==> src/core/cie_map.svh <==
`ifndef CIE_MAP_SVH
`define CIE_MAP_SVH
// Purpose: bit positions, offsets and reset values of the interrupt gate
// Assumes: 8-bit control registers, 32-bit Wishbone on the command side
// Notes: definitions only

// ==========================================================
// Control register bits
`define CIE_B_GLOBAL_EN 7
`define CIE_B_PERIPH_EN 6
`define CIE_B_T0_EN 5
`define CIE_B_EXT_EN 4
`define CIE_B_PB_EN 3
`define CIE_B_T0_FLAG 2
`define CIE_B_EXT_FLAG 1
`define CIE_B_PB_FLAG 0
`define CIE_CTL_RST 8'h00

// ==========================================================
// Peripheral enable bank one bits
`define CIE_B_CONV 6
`define CIE_B_SRX 5
`define CIE_B_STX 4
`define CIE_B_SYNC 3
`define CIE_B_CAPCMP 2
`define CIE_B_T2_MATCH 1
`define CIE_B_T1_OVF 0
`define CIE_PIE_W 7
`define CIE_PIE_RST 7'h00

// ==========================================================
// Register select on the core link
`define CIE_SEL_CTL 1'b0
`define CIE_SEL_PIE 1'b1
`define CIE_PB_W 8

// ==========================================================
// Command-side register offsets and fields
`define CIE_OFS_CMD 8'h00
`define CIE_OFS_STAT 8'h04
`define CIE_OFS_EVT 8'h08
`define CIE_OFS_MASK 8'h0c
`define CIE_CMD_SEL 0
`define CIE_CMD_WR 1
`define CIE_CMD_DAT_LSB 8
`define CIE_EV_DONE 0
`define CIE_EV_IRQ 1
`define CIE_EV_W 2
`define CIE_EV_RST 2'h0
`define CIE_CMD_RST 32'h0000_0000
`endif

==> src/core/cie_pkg.sv <==
// Purpose: state types for both ends of the interrupt gate
// Assumes: cie_map.svh supplies the widths
// Notes: none
`include "cie_map.svh"
package cie_pkg;
    typedef struct packed {
        logic [7:0] ctl;
        logic [`CIE_PIE_W-1:0] pie;
        logic [`CIE_PB_W-1:0] pb_prev;
        logic ext_prev;
        logic primed;
        logic [7:0] rdata;
        logic ack;
        logic irq;
    } cie_dev_state_t;

    typedef enum logic {CIE_IDLE = 1'b0, CIE_WAIT = 1'b1} cie_host_st_t;

    typedef struct packed {
        cie_host_st_t st;
        logic [31:0] cmd;
        logic [7:0] rd_data;
        logic [`CIE_EV_W-1:0] ev;
        logic [`CIE_EV_W-1:0] mask;
        logic irq_prev;
        logic rd_stb;
        logic wr_stb;
        logic wb_ack;
        logic [31:0] wb_dat;
        logic irq_out;
    } cie_host_state_t;
endpackage

==> src/core/cie_if.sv <==
// Purpose: register link between the core and the interrupt gate
// Assumes: both ends share clk_sys_i
// Notes: strobes are one-cycle pulses
`timescale 1ns/1ps
interface cie_if;
    logic reg_sel;
    logic reg_wr;
    logic reg_rd;
    logic [7:0] reg_wdata;
    logic [7:0] reg_rdata;
    logic reg_ack;
    logic core_irq;

    modport dev (
        input reg_sel,
        input reg_wr,
        input reg_rd,
        input reg_wdata,
        output reg_rdata,
        output reg_ack,
        output core_irq
    );
    modport core (
        output reg_sel,
        output reg_wr,
        output reg_rd,
        output reg_wdata,
        input reg_rdata,
        input reg_ack,
        input core_irq
    );
endinterface

==> src/core/cie_gate.sv <==
// Purpose: interrupt enables, core flags and request gating
// Assumes: event inputs synchronous to clk_sys_i; peripheral flags held outside
// Notes: one access per strobe, answered one cycle later
//   port-B flag sets only for pins whose change enable is set
//   port-B flag clears on reset although the part leaves it unknown
//   peripheral flags are levels held by their own blocks
//
// How it works
// - Global enable gates every interrupt request
// - Peripheral enable gates all peripheral interrupts
// - Timer-0 overflow passes only when enabled
// - External pin interrupt passes only when enabled
// - Port-B change needs group and pin enable
// - Rollover sets timer-0 flag until software clears
// - External event sets flag until software clears
// - A change on any port-B pin whose change enable is set sets change flag
// - Software initialises timer-0 count before clearing
// - Bank-one sources also need peripheral enable
// - Converter interrupt passes only when enabled
// - Sync port interrupt passes only when enabled
// - Capture/compare one passes only when enabled
// - Timer-two match passes only when enabled
// - Timer-one overflow enabled; bank resets to zero
// - Flags set regardless of the interrupt enable bits
// - Edge select picks rising or falling edge
`timescale 1ns/1ps
`include "cie_map.svh"
module cie_gate (
    input wire logic clk_sys_i,
    input wire logic nrst_i,
    cie_if.dev bus,
    input wire logic timer_zero_count_roll_i,
    input wire logic ext_pin_i,
    input wire logic ext_edge_select_i,
    input wire logic [`CIE_PB_W-1:0] port_b_a_i,
    input wire logic [`CIE_PB_W-1:0] per_pin_change_enable_i,
    input wire logic [`CIE_PIE_W-1:0] periph_flag_i
);
    cie_pkg::cie_dev_state_t q;
    cie_pkg::cie_dev_state_t d;
    logic ext_hit;
    logic pb_hit;
    logic t0_pend;
    logic ext_pend;
    logic pb_pend;
    logic core_pend;
    logic per_gate;
    logic [`CIE_PIE_W-1:0] per_pend;

    // ==========================================================
    // Helpers
    // Enable and flag pair; the same gate serves every source
    function automatic logic pair_hit(
        input logic en,
        input logic flg
    );
        return en & flg;
    endfunction

    // Selected edge of a level seen against its last sample
    function automatic logic edge_seen(
        input logic now,
        input logic prev,
        input logic rising
    );
        logic r;
        if (rising)
            r = now & ~prev;
        else
            r = ~now & prev;
        return r;
    endfunction

    // Any change on a pin whose change enable is set
    function automatic logic change_seen(
        input logic [`CIE_PB_W-1:0] now,
        input logic [`CIE_PB_W-1:0] prev,
        input logic [`CIE_PB_W-1:0] en
    );
        return |((now ^ prev) & en);
    endfunction

    // Unimplemented top bit of the enable bank reads zero
    function automatic logic [7:0] read_back(
        input logic sel,
        input logic [7:0] ctl,
        input logic [`CIE_PIE_W-1:0] pie
    );
        logic [7:0] r;
        if (sel == `CIE_SEL_CTL)
            r = ctl;
        else
            r = {1'b0, pie};
        return r;
    endfunction

    // ==========================================================
    // Next state
    always_comb
    begin
        d = q;
        d.ack = 1'b0;
        ext_hit = 1'b0;
        pb_hit = 1'b0;
        t0_pend = 1'b0;
        ext_pend = 1'b0;
        pb_pend = 1'b0;
        core_pend = 1'b0;
        per_gate = 1'b0;
        per_pend = '0;

        // ==========================================================
        // Software access
        // A write wins over a read strobe in the same cycle
        if (bus.reg_wr)
        begin
            d.ack = 1'b1;
            if (bus.reg_sel == `CIE_SEL_CTL)
            begin
                d.ctl = bus.reg_wdata;
            end
            else
            begin
                d.pie = bus.reg_wdata[`CIE_PIE_W-1:0];
            end
        end
        else if (bus.reg_rd)
        begin
            d.ack = 1'b1;
            // Shows the value before any hardware set in the same cycle
            d.rdata = read_back(bus.reg_sel, q.ctl, q.pie);
        end

        // ==========================================================
        // Hardware flag sets
        // They come after the software write so a set is never lost
        if (timer_zero_count_roll_i)
            d.ctl[`CIE_B_T0_FLAG] = 1'b1;

        if (q.primed)
        begin
            ext_hit = edge_seen(ext_pin_i, q.ext_prev, ext_edge_select_i);
            pb_hit = change_seen(port_b_a_i, q.pb_prev, per_pin_change_enable_i);
        end
        if (ext_hit)
            d.ctl[`CIE_B_EXT_FLAG] = 1'b1;
        if (pb_hit)
            d.ctl[`CIE_B_PB_FLAG] = 1'b1;

        // Inputs sampled once before edges count, so reset does not fake a change
        d.ext_prev = ext_pin_i;
        d.pb_prev = port_b_a_i;
        d.primed = 1'b1;

        // ==========================================================
        // Request gating
        t0_pend = pair_hit(d.ctl[`CIE_B_T0_EN], d.ctl[`CIE_B_T0_FLAG]);
        ext_pend = pair_hit(d.ctl[`CIE_B_EXT_EN], d.ctl[`CIE_B_EXT_FLAG]);
        pb_pend = pair_hit(d.ctl[`CIE_B_PB_EN], d.ctl[`CIE_B_PB_FLAG]);
        core_pend = t0_pend | ext_pend | pb_pend;

        per_pend[`CIE_B_CONV] = pair_hit(d.pie[`CIE_B_CONV],
            periph_flag_i[`CIE_B_CONV]);
        per_pend[`CIE_B_SRX] = pair_hit(d.pie[`CIE_B_SRX],
            periph_flag_i[`CIE_B_SRX]);
        per_pend[`CIE_B_STX] = pair_hit(d.pie[`CIE_B_STX],
            periph_flag_i[`CIE_B_STX]);
        per_pend[`CIE_B_SYNC] = pair_hit(d.pie[`CIE_B_SYNC],
            periph_flag_i[`CIE_B_SYNC]);
        per_pend[`CIE_B_CAPCMP] = pair_hit(d.pie[`CIE_B_CAPCMP],
            periph_flag_i[`CIE_B_CAPCMP]);
        per_pend[`CIE_B_T2_MATCH] = pair_hit(d.pie[`CIE_B_T2_MATCH],
            periph_flag_i[`CIE_B_T2_MATCH]);
        per_pend[`CIE_B_T1_OVF] = pair_hit(d.pie[`CIE_B_T1_OVF],
            periph_flag_i[`CIE_B_T1_OVF]);

        // Peripheral sources count only behind the group enable
        per_gate = d.ctl[`CIE_B_PERIPH_EN] & (|per_pend);

        // Request is registered from the next enables and flags; it moves with the stored enables and one cycle after periph_flag_i
        d.irq = d.ctl[`CIE_B_GLOBAL_EN]
            & (core_pend | per_gate);
    end

    // ==========================================================
    // State register
    always_ff @(posedge clk_sys_i or negedge nrst_i)
    begin
        if (!nrst_i)
        begin
            q.ctl <= `CIE_CTL_RST;
            q.pie <= `CIE_PIE_RST;
            q.pb_prev <= '0;
            q.ext_prev <= 1'b0;
            q.primed <= 1'b0;
            q.rdata <= 8'h00;
            q.ack <= 1'b0;
            q.irq <= 1'b0;
        end
        else
        begin
            q <= d;
        end
    end

    assign bus.reg_rdata = q.rdata;
    assign bus.reg_ack = q.ack;
    assign bus.core_irq = q.irq;
endmodule

==> src/flat_wrapper.sv <==
// flat-port wrapper written by rule: the top's interface ports become plain ports
module cie_gate_flat 
  (clk_sys_i, nrst_i, timer_zero_count_roll_i, ext_pin_i, ext_edge_select_i, port_b_a_i, per_pin_change_enable_i, periph_flag_i, bus_reg_sel, bus_reg_wr, bus_reg_rd, bus_reg_wdata, bus_reg_rdata, bus_reg_ack, bus_core_irq);
  cie_if bus_i ();
  input wire logic clk_sys_i;
  input wire logic nrst_i;
  input wire logic timer_zero_count_roll_i;
  input wire logic ext_pin_i;
  input wire logic ext_edge_select_i;
  input wire logic [`CIE_PB_W-1:0] port_b_a_i;
  input wire logic [`CIE_PB_W-1:0] per_pin_change_enable_i;
  input wire logic [`CIE_PIE_W-1:0] periph_flag_i;
  input wire logic [$bits(bus_i.reg_sel)-1:0] bus_reg_sel;
  input wire logic [$bits(bus_i.reg_wr)-1:0] bus_reg_wr;
  input wire logic [$bits(bus_i.reg_rd)-1:0] bus_reg_rd;
  input wire logic [$bits(bus_i.reg_wdata)-1:0] bus_reg_wdata;
  output wire logic [$bits(bus_i.reg_rdata)-1:0] bus_reg_rdata;
  output wire logic [$bits(bus_i.reg_ack)-1:0] bus_reg_ack;
  output wire logic [$bits(bus_i.core_irq)-1:0] bus_core_irq;
  assign bus_i.reg_sel = bus_reg_sel;
  assign bus_i.reg_wr = bus_reg_wr;
  assign bus_i.reg_rd = bus_reg_rd;
  assign bus_i.reg_wdata = bus_reg_wdata;
  assign bus_reg_rdata = bus_i.reg_rdata;
  assign bus_reg_ack = bus_i.reg_ack;
  assign bus_core_irq = bus_i.core_irq;
  cie_gate u_core (.clk_sys_i(clk_sys_i), .nrst_i(nrst_i), .bus(bus_i), .timer_zero_count_roll_i(timer_zero_count_roll_i), .ext_pin_i(ext_pin_i), .ext_edge_select_i(ext_edge_select_i), .port_b_a_i(port_b_a_i), .per_pin_change_enable_i(per_pin_change_enable_i), .periph_flag_i(periph_flag_i));
endmodule
==> config.mk <==
export PLATFORM = sky130hd
export DESIGN_NAME = cie_gate_flat
export DESIGN_NICKNAME = d
export VERILOG_FILES = /design/src/core/cie_pkg.sv /design/src/core/cie_if.sv /design/src/core/cie_gate.sv /design/src/flat_wrapper.sv
export VERILOG_INCLUDE_DIRS = /design/src /design/src/core
export SDC_FILE = /design/constraint.sdc
export NUM_CORES = 1
export LEC_CHECK = 0
export ABC_AREA = 1
export BUFFER_PORTS_ARGS = -buffer_cell sky130_fd_sc_hd__buf_2
export CAP_MARGIN = 20
export CORE_MARGIN = 10
export CORE_UTILIZATION = 30
export CTS_BUF_LIST = sky130_fd_sc_hd__clkbuf_16
export DETAILED_ROUTE_END_ITERATION = 12
export PLACE_DENSITY = 0.55
export SETUP_SLACK_MARGIN = 0.5
export SYNTH_ARGS = -nofsm -noshare
export SYNTH_HDL_FRONTEND = slang
export SYNTH_SLANG_ARGS = --single-unit
==> constraint.sdc <==
create_clock -name clk_sys_i -period 1.15 [get_ports clk_sys_i]
set_input_delay 0.23 -clock clk_sys_i [delete_from_list [all_inputs] [get_ports clk_sys_i]]
set_output_delay 0.23 -clock clk_sys_i [all_outputs]
set_load 0.02 [all_outputs]
After elaboration in Yosys (flattened, before gate mapping) --
Cells that the tools add are included. W data, S select, Z words.
Storage, ports and cells: register bits 35, bits of input ports 39, output and inout port bits 10, word-level logic and storage cells 45
Cells by class: mux-type cells 12, bitwise operators 22, reduce and logical (&&, ||, !) cells 3
Operators by type and width (number):
- $mux W8 | 2
- $mux W15 | 1
- $and A1 B1 Y1 | 14
- $and A8 B8 Y8 | 1
- $mux W1 | 8
- $reduce_or A8 Y1 | 1
- $xor A8 B8 Y8 | 1
- $mux W7 | 1
- $reduce_or A7 Y1 | 1
- $not A1 Y1 | 3
- $or A1 B1 Y1 | 3
- $reduce_and A2 Y1 | 1

Depth between registers and ports, before layout --
Gate-level depths: netlist of run 1.
depth in word-level cells 10, depth in mapped cells 10

Worst setup path after synthesis of run 1 --
Ideal clock, no wire load.
path type register to register, start point register u_core.q[25] (netlist name), end point register u_core.q, in the netlist u_core.bus.core_irq, library setup time 130 ps, arrival time 906 ps, required time 1020 ps, path slack 114 ps, cell stages (with the launch flop) 9, buffers on the path 0, period minus slack after synthesis 1036 ps, path through dfrtp_1 -> inv_1 -> nand2_1 -> o21ai_1 -> nor2_1 -> nor2_1 -> nand2_1 -> a21oi_2 -> a21oi_2
RTL lines:
- start: declaration | line cie_gate.sv:39 | cie_pkg::cie_dev_state_t q;

==> impl_metrics.toml, run 1 <==
[critical_path]
r2r-end = "u_core.bus.core_irq$_DFF_PN0_"
reg2reg_slack_ns = 0.001
crit_path_start_kind = "flip-flop"
critPathKind = "flip-flop to flip-flop"
reg2reg_depth = 8
crit_arrival_ns = 1.31
cp_max_fo = 2
r2r-start = "u_core.q[23]$_DFF_PN0_"
end_kind = "flip-flop"
worstPathRequired_ns = 1.31

[floorplanning]
die-area_um2 = 9110
die_x_um = 95.5
start_util = 0.310
num_rows = 27
coreArea_um2 = 5510
ioPinCount = 49
die_h_um = 95.5

[route]
vias_per_cell = 4.17
wirelength_um = 4620
drcViolationCount = 0
ant_nets = 0
drtPass1Iterations = 4
vias = 1544
drt_iter0_drc = 67
wl_per_cell_um = 12.5

[synth]
synth_common_cells = "nand2_1 (59), dfrtp_1 (35), inv_1 (35), nand3_1 (22), nor2_1 (14)"
synth_seq_cells = 35
synth_enable_flop_cells = 0
ys_warn_count = 0
synth_area_leaders = "dfrtp_1 (51%), nand2_1 (13%), inv_1 (7.7%)"
yosysUniqueCellTypes = 21
synth_area_leader_cell = "dfrtp_1"
synth.top_cell.area_share = 0.513
synth_most_common_cell = "nand2_1"
synth_ff_type = "dfrtp_1"
async_flop_share = 1.00
synth_nets = 252
syn_avg_cell_area_um2 = 8.02
synthCells = 213
netlist_area_um2 = 1710
synth_seq_area_share = 0.513

[cells_and_area]
fillCellCount = 523
syn_to_final_growth_pct = 66.4
nets = 338
stdcell_count = 370
drive_above_1_share = 0.483
antennaDiodeCount = 0
final_cell_area_um2 = 2840

[placement]
hpwl_um = 3430
dp_slack_ns = -0.156
placed_cells = 342
placed_area_um2 = 2210
io_buffers = 48
gp_congestion = 0.766

[global_routing]
grt-ovfl-total = 0
grt_pass1_vias = 1576
antenna_found_initial = 0
grt_max_degree = 36
grt_pass1_wl_um = 7760
grt_use_total = 0.110

[run_status]
outcome = "finished, violations left"
violations = "hold timing"

[clock_network]
root_buffer = "clkbuf_16"
cts.sinks = 35
cts_max_level = 2
numCtsBuffers = 5
clockBufferDepth = 2
tritoncts = "built"
clk_pin_slew_ns = 0.05
clock_latency_ns = 0.28

[sta]
fmax_mhz = 871
fin_crit_sh = 0.999
finalHoldViolCount = 35
drv_slew = 0
clock_skew_ns = 0.00432
setup_ws_ns = 0.00140
setup_viol_count_final = 0
hold_ws_ns = -0.0777
period_minus_slack_ns = 1.15
rsz0062_at_grt = "true"

[pwr]
power.total_w = 0.00374
power.density_nw_per_um2 = 1320
cellLeakagePower_nw = 1.47
peakVddDrop_mv = 0.651

[worst_hold_path]
hp-class = "input pin to asynchronous set/reset pin"

[run]
max_cap_violations = 0
## cells in the final DEF (no fill, tap or decap)
cell type / n
a21oi_1: 1
a21oi_2: 3
a31oi_1: 4
a31oi_4: 3
and2_1: 3
and2_4: 3
buf_12: 5
buf_16: 1
buf_2: 36
buf_4: 29
buf_6: 16
buf_8: 2
bufbuf_16: 1
clkbuf_16: 5
conb_1: 1
dfrtp_1: 35
inv_1: 33
inv_16: 1
inv_2: 3
nand2_1: 47
nand2_2: 13
nand2_4: 4
nand2_8: 1
nand3_1: 20
nand3_2: 2
nor2_1: 5
nor2_2: 3
nor2_4: 7
o21ai_0: 1
o21ai_1: 4
o21ai_2: 2
o21ai_4: 3
or2_4: 1
## layout make-up
type	count	area, um^2	share of cell area
clock buffer	5	125	0.0440
clock inverter	1	3.75	0.00132
inverter	36	151	0.0533
multi-input combinational	131	828	0.291
sequential	35	876	0.308
tap	72	90.1	0.0317
timing repair buffer	90	768	0.270
## flip-flops by register name, summed over array words and instances (netlist names)
signal / count
u_core.bus.core_irq: 1
u_core.bus.reg_ack: 1
u_core.bus.reg_rdata: 8
u_core.q: 25
## how the worst max path moves through the flow
stage                           startpoint                       endpoint
CTS                 u_core.q[23]$_DFF_PN0_  u_core.bus.core_irq$_DFF_PN0_
finish              u_core.q[23]$_DFF_PN0_  u_core.bus.core_irq$_DFF_PN0_
detailed placement              bus_reg_wr  u_core.bus.core_irq$_DFF_PN0_
global route        u_core.q[19]$_DFF_PN0_  u_core.bus.core_irq$_DFF_PN0_
global placement                bus_reg_wr  u_core.bus.core_irq$_DFF_PN0_
floorplan           u_core.q[25]$_DFF_PN0_  u_core.bus.core_irq$_DFF_PN0_
## per-layer routing
metal / vias up / share of wire / global-route usage
li1: 819 / - / -
met1: 697 / 0.43 / 0.128
met2: 22 / 0.52 / 0.186
met3: 6 / 0.037 / 0.0306
met4: 0 / 0.017 / 0.0442
met5: - / 0 / 0
## logic make-up after synthesis
logic type | Yosys count | share of synthesized area
buf+inv | 48 | 0.136
simple gates | 108 | 0.275
flops | 35 | 0.513
other cells | 1 | 0.00220
compound gates | 21 | 0.0733
## where the power goes
part | internal [W] | leakage (nW) | switching [W]
logic | 0.000571 | 1.00 | 0.000482
clock network | 0.000768 | 0.0669 | 0.000456
registers | 0.00137 | 0.394 | 0.0000943
total | 0.00271 | 1.47 | 0.00103
## worst max-delay path: stages (launching register included)
cell	delay, ns
dfrtp_1	0.37
inv_1	0.06
nand2_1	0.06
nand3_1	0.10
nand2_1	0.07
nor2_2	0.09
nand2_1	0.07
a21oi_2	0.15
a21oi_2	0.06
## through the flow
step / TNS (ns) / util
CTS: -0.00806 / 0.491
global route: -0.110 / 0.516
finish: 0 / 0.516
detailed placement: -0.276 / 0.401
global placement: -0.197 / 0.401
floorplan: 0 / -
## what timing repair did
action / CTS / global route
resized for setup: 55 / 22
cloned: 3 / 0
pin swaps: 10 / 15
setup buffers: 11 / 8
setup endpoints to repair: 33 / 34
hold endpoints to repair: 35 / 35
(Power assumes the default switching activity.)
==> run 2, diff against run 1 <==
--- a/config.mk
+++ b/config.mk
@@ -13,7 +13,7 @@
 export CORE_UTILIZATION = 30
 export CTS_BUF_LIST = sky130_fd_sc_hd__clkbuf_16
 export DETAILED_ROUTE_END_ITERATION = 12
-export PLACE_DENSITY = 0.55
+export PLACE_DENSITY = 0.48
 export SETUP_SLACK_MARGIN = 0.5
 export SYNTH_ARGS = -nofsm -noshare
 export SYNTH_HDL_FRONTEND = slang
==> run 2 against run 1 <==
Compared with the run above: the flow still finishes with violations (hold timing); via count increased by 1.7%; critical path type unchanged; clock power about the same; worst setup slack improved by 0.042 ns; largest power group unchanged.
==> impl_metrics.toml, run 2 (synthesized netlist as in run 1, its figures left out) <==
[cells_and_area]
fin_util = 0.505
fillCellCount = 539
largest_reg_flops = 25
syn_to_final_growth_pct = 62.8
antennaDiodeCount = 0
final_cell_area_um2 = 2780
nets = 336
drive_above_1_share = 0.440
final_common_cell = "nand2_1"
max_flop_register = "u_core.q"
final_cell_mix = "nand2_1 (52), inv_1 (36), buf_2 (36)"

[sta]
rsz0062_at_grt = "true"
fmax_mhz = 904
period_minus_slack_ns = 1.11
drv_slew = 0
hold_ws_ns = -0.0933
setup_ws_ns = 0.0436
finalHoldViolCount = 35
clock_skew_ns = 0.00476
setup_viol_count_final = 0
fin_crit_sh = 0.962

[global_routing]
grt_use_total = 0.102
grt_pass1_vias = 1595
grt_max_degree = 36
grt_pass1_wl_um = 7310
antenna_found_initial = 0
grt-ovfl-total = 0

[floorplanning]
start_util = 0.310
num_rows = 27
die_x_um = 95.5
ioPinCount = 49
die_h_um = 95.5
die-area_um2 = 9110
coreArea_um2 = 5510

[clock_network]
clock_latency_ns = 0.27
cts.sinks = 35
clockBufferDepth = 2
cts_max_level = 2
tritoncts = "built"
clk_pin_slew_ns = 0.05
root_buffer = "clkbuf_16"
numCtsBuffers = 5

[route]
drcViolationCount = 0
wirelength_um = 4590
vias = 1570
drtPass1Iterations = 4
ant_nets = 0
drt_iter0_drc = 39
wl_per_cell_um = 12.4
vias_per_cell = 4.24

[pwr]
cellLeakagePower_nw = 1.45
power.total_w = 0.00371
peakVddDrop_mv = 0.822
power.density_nw_per_um2 = 1330

[critical_path]
reg2reg_depth = 8
worstPathRequired_ns = 1.31
crit_arrival_ns = 1.27
end_kind = "flip-flop"
cp_max_fo = 2
crit_path_start_kind = "flip-flop"
reg2reg_slack_ns = 0.04
critPathKind = "flip-flop to flip-flop"
r2r-start = "u_core.q[23]$_DFF_PN0_"
r2r-end = "u_core.bus.core_irq$_DFF_PN0_"

[placement]
dp_slack_ns = -0.131
placed_area_um2 = 2180
gp_congestion = 0.749
hpwl_um = 3370
io_buffers = 48

[run]
max_cap_violations = 0

[run_status]
outcome = "finished, violations left"
violations = "hold timing"

[worst_hold_path]
hp-class = "input pin to asynchronous set/reset pin"
[run 2: cell types whose count changed in the layout (fill, tap and decap cells not counted), sizes merged]
cell	delta
buf	-2
clkinv	+1
inv	+1
[run 2: report_power, final]
| part | leakage [nW] | internal, W | switching (W) |
|---|---|---|---|
| combinational | 0.983 | 0.000543 | 0.000466 |
| clock | 0.0762 | 0.000781 | 0.000472 |
| sequential | 0.394 | 0.00137 | 0.0000818 |
| total | 1.45 | 0.00269 | 0.00102 |
[run 2: critical path, stage by stage (launching register included)]
cell,delay (ns)
dfrtp_1,0.37
inv_1,0.07
nand2_1,0.07
nand3_1,0.09
nand2_1,0.05
nor2_1,0.09
nand2_1,0.07
a21oi_2,0.13
a21oi_2,0.06
[run 2: cell type report]
cell class / instances / area [um^2] / share of cell area
Tap cell: 72 / 90.1 / 0.0324
Timing Repair Buffer: 88 / 757 / 0.272
Inverter: 36 / 151 / 0.0545
Multi-Input combinational cell: 131 / 768 / 0.276
Clock buffer: 5 / 125 / 0.0450
Clock inverter: 3 / 12.5 / 0.00450
Sequential cell: 35 / 876 / 0.315
[run 2: per-layer routing]
metal / GRT usage / wire length [um] / share of wire / vias to the layer above
met5: 0 / 0 / 0 / -
met4: 0.0393 / 52 / 0.011 / 0
met3: 0.0306 / 204 / 0.044 / 5
met2: 0.174 / 2300 / 0.50 / 25
met1: 0.118 / 2030 / 0.44 / 720
li1: - / - / - / 820
[run 2: worst max-delay path by stage]
stage,startpoint,endpoint,cells after the start,slack (ns)
floorplan,u_core.q[25]$_DFF_PN0_,u_core.bus.core_irq$_DFF_PN0_,8,0.12
global placement,bus_reg_sel,u_core.bus.core_irq$_DFF_PN0_,10,-0.13
detailed placement,bus_reg_sel,u_core.bus.core_irq$_DFF_PN0_,10,-0.13
CTS,u_core.q[19]$_DFF_PN0_,u_core.bus.core_irq$_DFF_PN0_,10,-0.005
global route,u_core.q[20]$_DFF_PN0_,u_core.bus.core_irq$_DFF_PN0_,8,-0.09
finish,u_core.q[23]$_DFF_PN0_,u_core.bus.core_irq$_DFF_PN0_,8,0.04
[run 2: timing repair]
item	CTS	global route
cloned	3	0
resized for setup	46	14
setup endpoints to repair	33	33
endpoints found under the hold margin	35	35
pin swaps	7	7
setup buffers	17	4
[run 2: through the flow]
step | cells | TNS [ns]
2_1_floorplan | 213 | 0
3_3_place_gp | 338 | -0.217
3_5_place_dp | 338 | -0.267
4_1_cts | 366 | -0.00452
5_1_grt | 370 | -0.0887
6_report | 370 | 0
==> run 3, diff against run 2 <==
--- a/config.mk
+++ b/config.mk
@@ -14,6 +14,7 @@
 export CTS_BUF_LIST = sky130_fd_sc_hd__clkbuf_16
 export DETAILED_ROUTE_END_ITERATION = 12
 export PLACE_DENSITY = 0.48
+export RECOVER_POWER = 100
 export SETUP_SLACK_MARGIN = 0.5
 export SYNTH_ARGS = -nofsm -noshare
 export SYNTH_HDL_FRONTEND = slang
==> run 3 against run 2 <==
Compared with the run above: the run now ends clean; design area decreased by 1.1%; critical path depth unchanged; sequential power about the same; fmax decreased by 0.36%; via count decreased by 0.25%; count of clock-buffer cells in the layout unchanged; clock power about the same; global-route usage unchanged; hold slack improved by 0.17 ns; total power decreased by 0.12%; clock skew about the same; core utilization decreased by 0.55 points; highest routed layer unchanged.
==> impl_metrics.toml, run 3 (synthesized netlist as in run 1, its figures left out) <==
[run_status]
outcome = "complete, no violations"

[pwr]
power.density_nw_per_um2 = 1350
p_comb_frac = 0.268
power.share.clock = 0.341
sw_frac_of_total = 0.277
power.switching_w = 0.00103
cellLeakagePower_nw = 1.43
internal_power_w = 0.00268
seqPwrFrac = 0.391
peakVddDrop_mv = 0.821

[critical_path]
worstPathRequired_ns = 1.31
r2r-start = "u_core.q[23]$_DFF_PN0_"
crit_path_start_kind = "flip-flop"
reg2reg_depth = 8
reg2reg_slack_ns = 0.04
end_kind = "flip-flop"
critPathKind = "flip-flop to flip-flop"
r2r-end = "u_core.bus.core_irq$_DFF_PN0_"
crit_arrival_ns = 1.27
cp_max_fo = 2

[cells_and_area]
nets = 336
max_flop_register = "u_core.q"
fin_util = 0.499
final_cell_mix = "nand2_1 (53), inv_1 (36), dfrtp_1 (35)"
stdcell_count = 370
syn_to_final_growth_pct = 61.0
antennaDiodeCount = 0
fillCellCount = 543
largest_reg_flops = 25
final_common_cell = "nand2_1"
drive_above_1_share = 0.409

[sta]
rsz0062_at_grt = "true"
hold_ws_ns = 0.0778
period_minus_slack_ns = 1.11
worst_slew_pin_slew_ns = 0.887
drv_slew = 0
setup_viol_count_final = 0
clock_skew_ns = 0.00516
fmax_mhz = 901
setup_ws_ns = 0.0396
slew_headroom = 0.408
fin_crit_sh = 0.966
finalHoldViolCount = 0

[global_routing]
grt_pass1_wl_um = 7310
grt_use_total = 0.102
antenna_found_initial = 0
use_met1 = 0.118
grt_max_degree = 36
grt-ovfl-total = 0
grt-busiest-layer = "met2"
grt_util_met3 = 0.0306
grt_pass1_vias = 1595
met2_usage = 0.174

[route]
wl_per_cell_um = 12.5
vias = 1566
ant_nets = 0
drtPass1Iterations = 4
drcViolationCount = 0
vias_per_cell = 4.23
drt_iter0_drc = 49
wirelength_um = 4620

[floorplanning]
num_rows = 27
die-area_um2 = 9110
die_h_um = 95.5
coreArea_um2 = 5510
die_x_um = 95.5
start_util = 0.310
ioPinCount = 49

[placement]
hpwl_um = 3370
gp_congestion = 0.749
dp_slack_ns = -0.131
io_buffers = 48
placed_cells = 338

[clock_network]
root_buffer = "clkbuf_16"
tritoncts = "built"
numCtsBuffers = 5
cts.sinks = 35
clk_pin_slew_ns = 0.06
clock_latency_ns = 0.27
cts_max_level = 2
clockBufferDepth = 2

[worst_hold_path]
hp-class = "input pin to flip-flop"
hold_end = "u_core.q[11]$_DFF_PN0_"
hold_start = "ext_pin_i"
worst_hold_path.num_cells = 1

[run]
max_cap_violations = 0
## run 3: timing repair
| item | CTS | global route |
|---|---|---|
| cloned | 3 | 0 |
| pin swaps | 7 | 7 |
| endpoints found under the hold margin | 35 | 35 |
| endpoints found under the setup margin | 33 | 33 |
| setup buffers | 17 | 4 |
| resized for setup | 46 | 14 |
## run 3: worst max path at each step
| stage | startpoint | end | slack (ns) | cells after the start |
|---|---|---|---|---|
| after floorplan | u_core.q[25]$_DFF_PN0_ | u_core.bus.core_irq$_DFF_PN0_ | 0.12 | 8 |
| after global placement | bus_reg_sel | u_core.bus.core_irq$_DFF_PN0_ | -0.13 | 10 |
| after detailed placement | bus_reg_sel | u_core.bus.core_irq$_DFF_PN0_ | -0.13 | 10 |
| after CTS | u_core.q[19]$_DFF_PN0_ | u_core.bus.core_irq$_DFF_PN0_ | -0.005 | 10 |
| after global routing | u_core.q[20]$_DFF_PN0_ | u_core.bus.core_irq$_DFF_PN0_ | -0.09 | 8 |
| final | u_core.q[23]$_DFF_PN0_ | u_core.bus.core_irq$_DFF_PN0_ | 0.04 | 8 |
## run 3: per-layer routing
layer,part of all wire,up-vias
li1,-,822
met1,0.44,715
met2,0.50,25
met3,0.043,4
met4,0.012,0
met5,0,-
## run 3: layout make-up
| type | instances | area [um^2] | area share |
|---|---|---|---|
| Sequential cell | 35 | 876 | 0.318 |
| Multi-Input combinational cell | 131 | 762 | 0.277 |
| Timing Repair Buffer | 88 | 733 | 0.267 |
| Inverter | 36 | 151 | 0.0550 |
| Clock buffer | 5 | 125 | 0.0455 |
| Tap cell | 72 | 90.1 | 0.0328 |
| Clock inverter | 3 | 12.5 | 0.00455 |
## run 3: worst max-delay path: stages, from the launching register on
cell	delay [ns]
dfrtp_1	0.37
inv_1	0.07
nand2_1	0.07
nand3_1	0.09
nand2_1	0.05
nor2_1	0.09
nand2_1	0.07
a21oi_2	0.13
a21oi_2	0.06
## run 3: power by group through the flow
stage | registers, W | clock network [W] | logic [W]
6_report | 0.00145 | 0.00126 | 0.000994
2_1_floorplan | 0.00146 | 0 | 0.000467
5_1_grt | 0.00146 | 0.00134 | 0.00109
3_5_place_dp | 0.00146 | 0 | 0.000681
4_1_cts | 0.00145 | 0.00129 | 0.000932
3_3_place_gp | 0.00145 | 0 | 0.000685
## run 3: stage by stage
step / total power (W) / cell area (um^2) / TNS, ns
2_1_floorplan: 0.00193 / 1810 / 0
3_3_place_gp: 0.00214 / 2180 / -0.217
3_5_place_dp: 0.00214 / 2180 / -0.267
4_1_cts: 0.00367 / 2680 / -0.00452
5_1_grt: 0.00390 / 2750 / -0.0887
6_report: 0.00371 / 2750 / 0
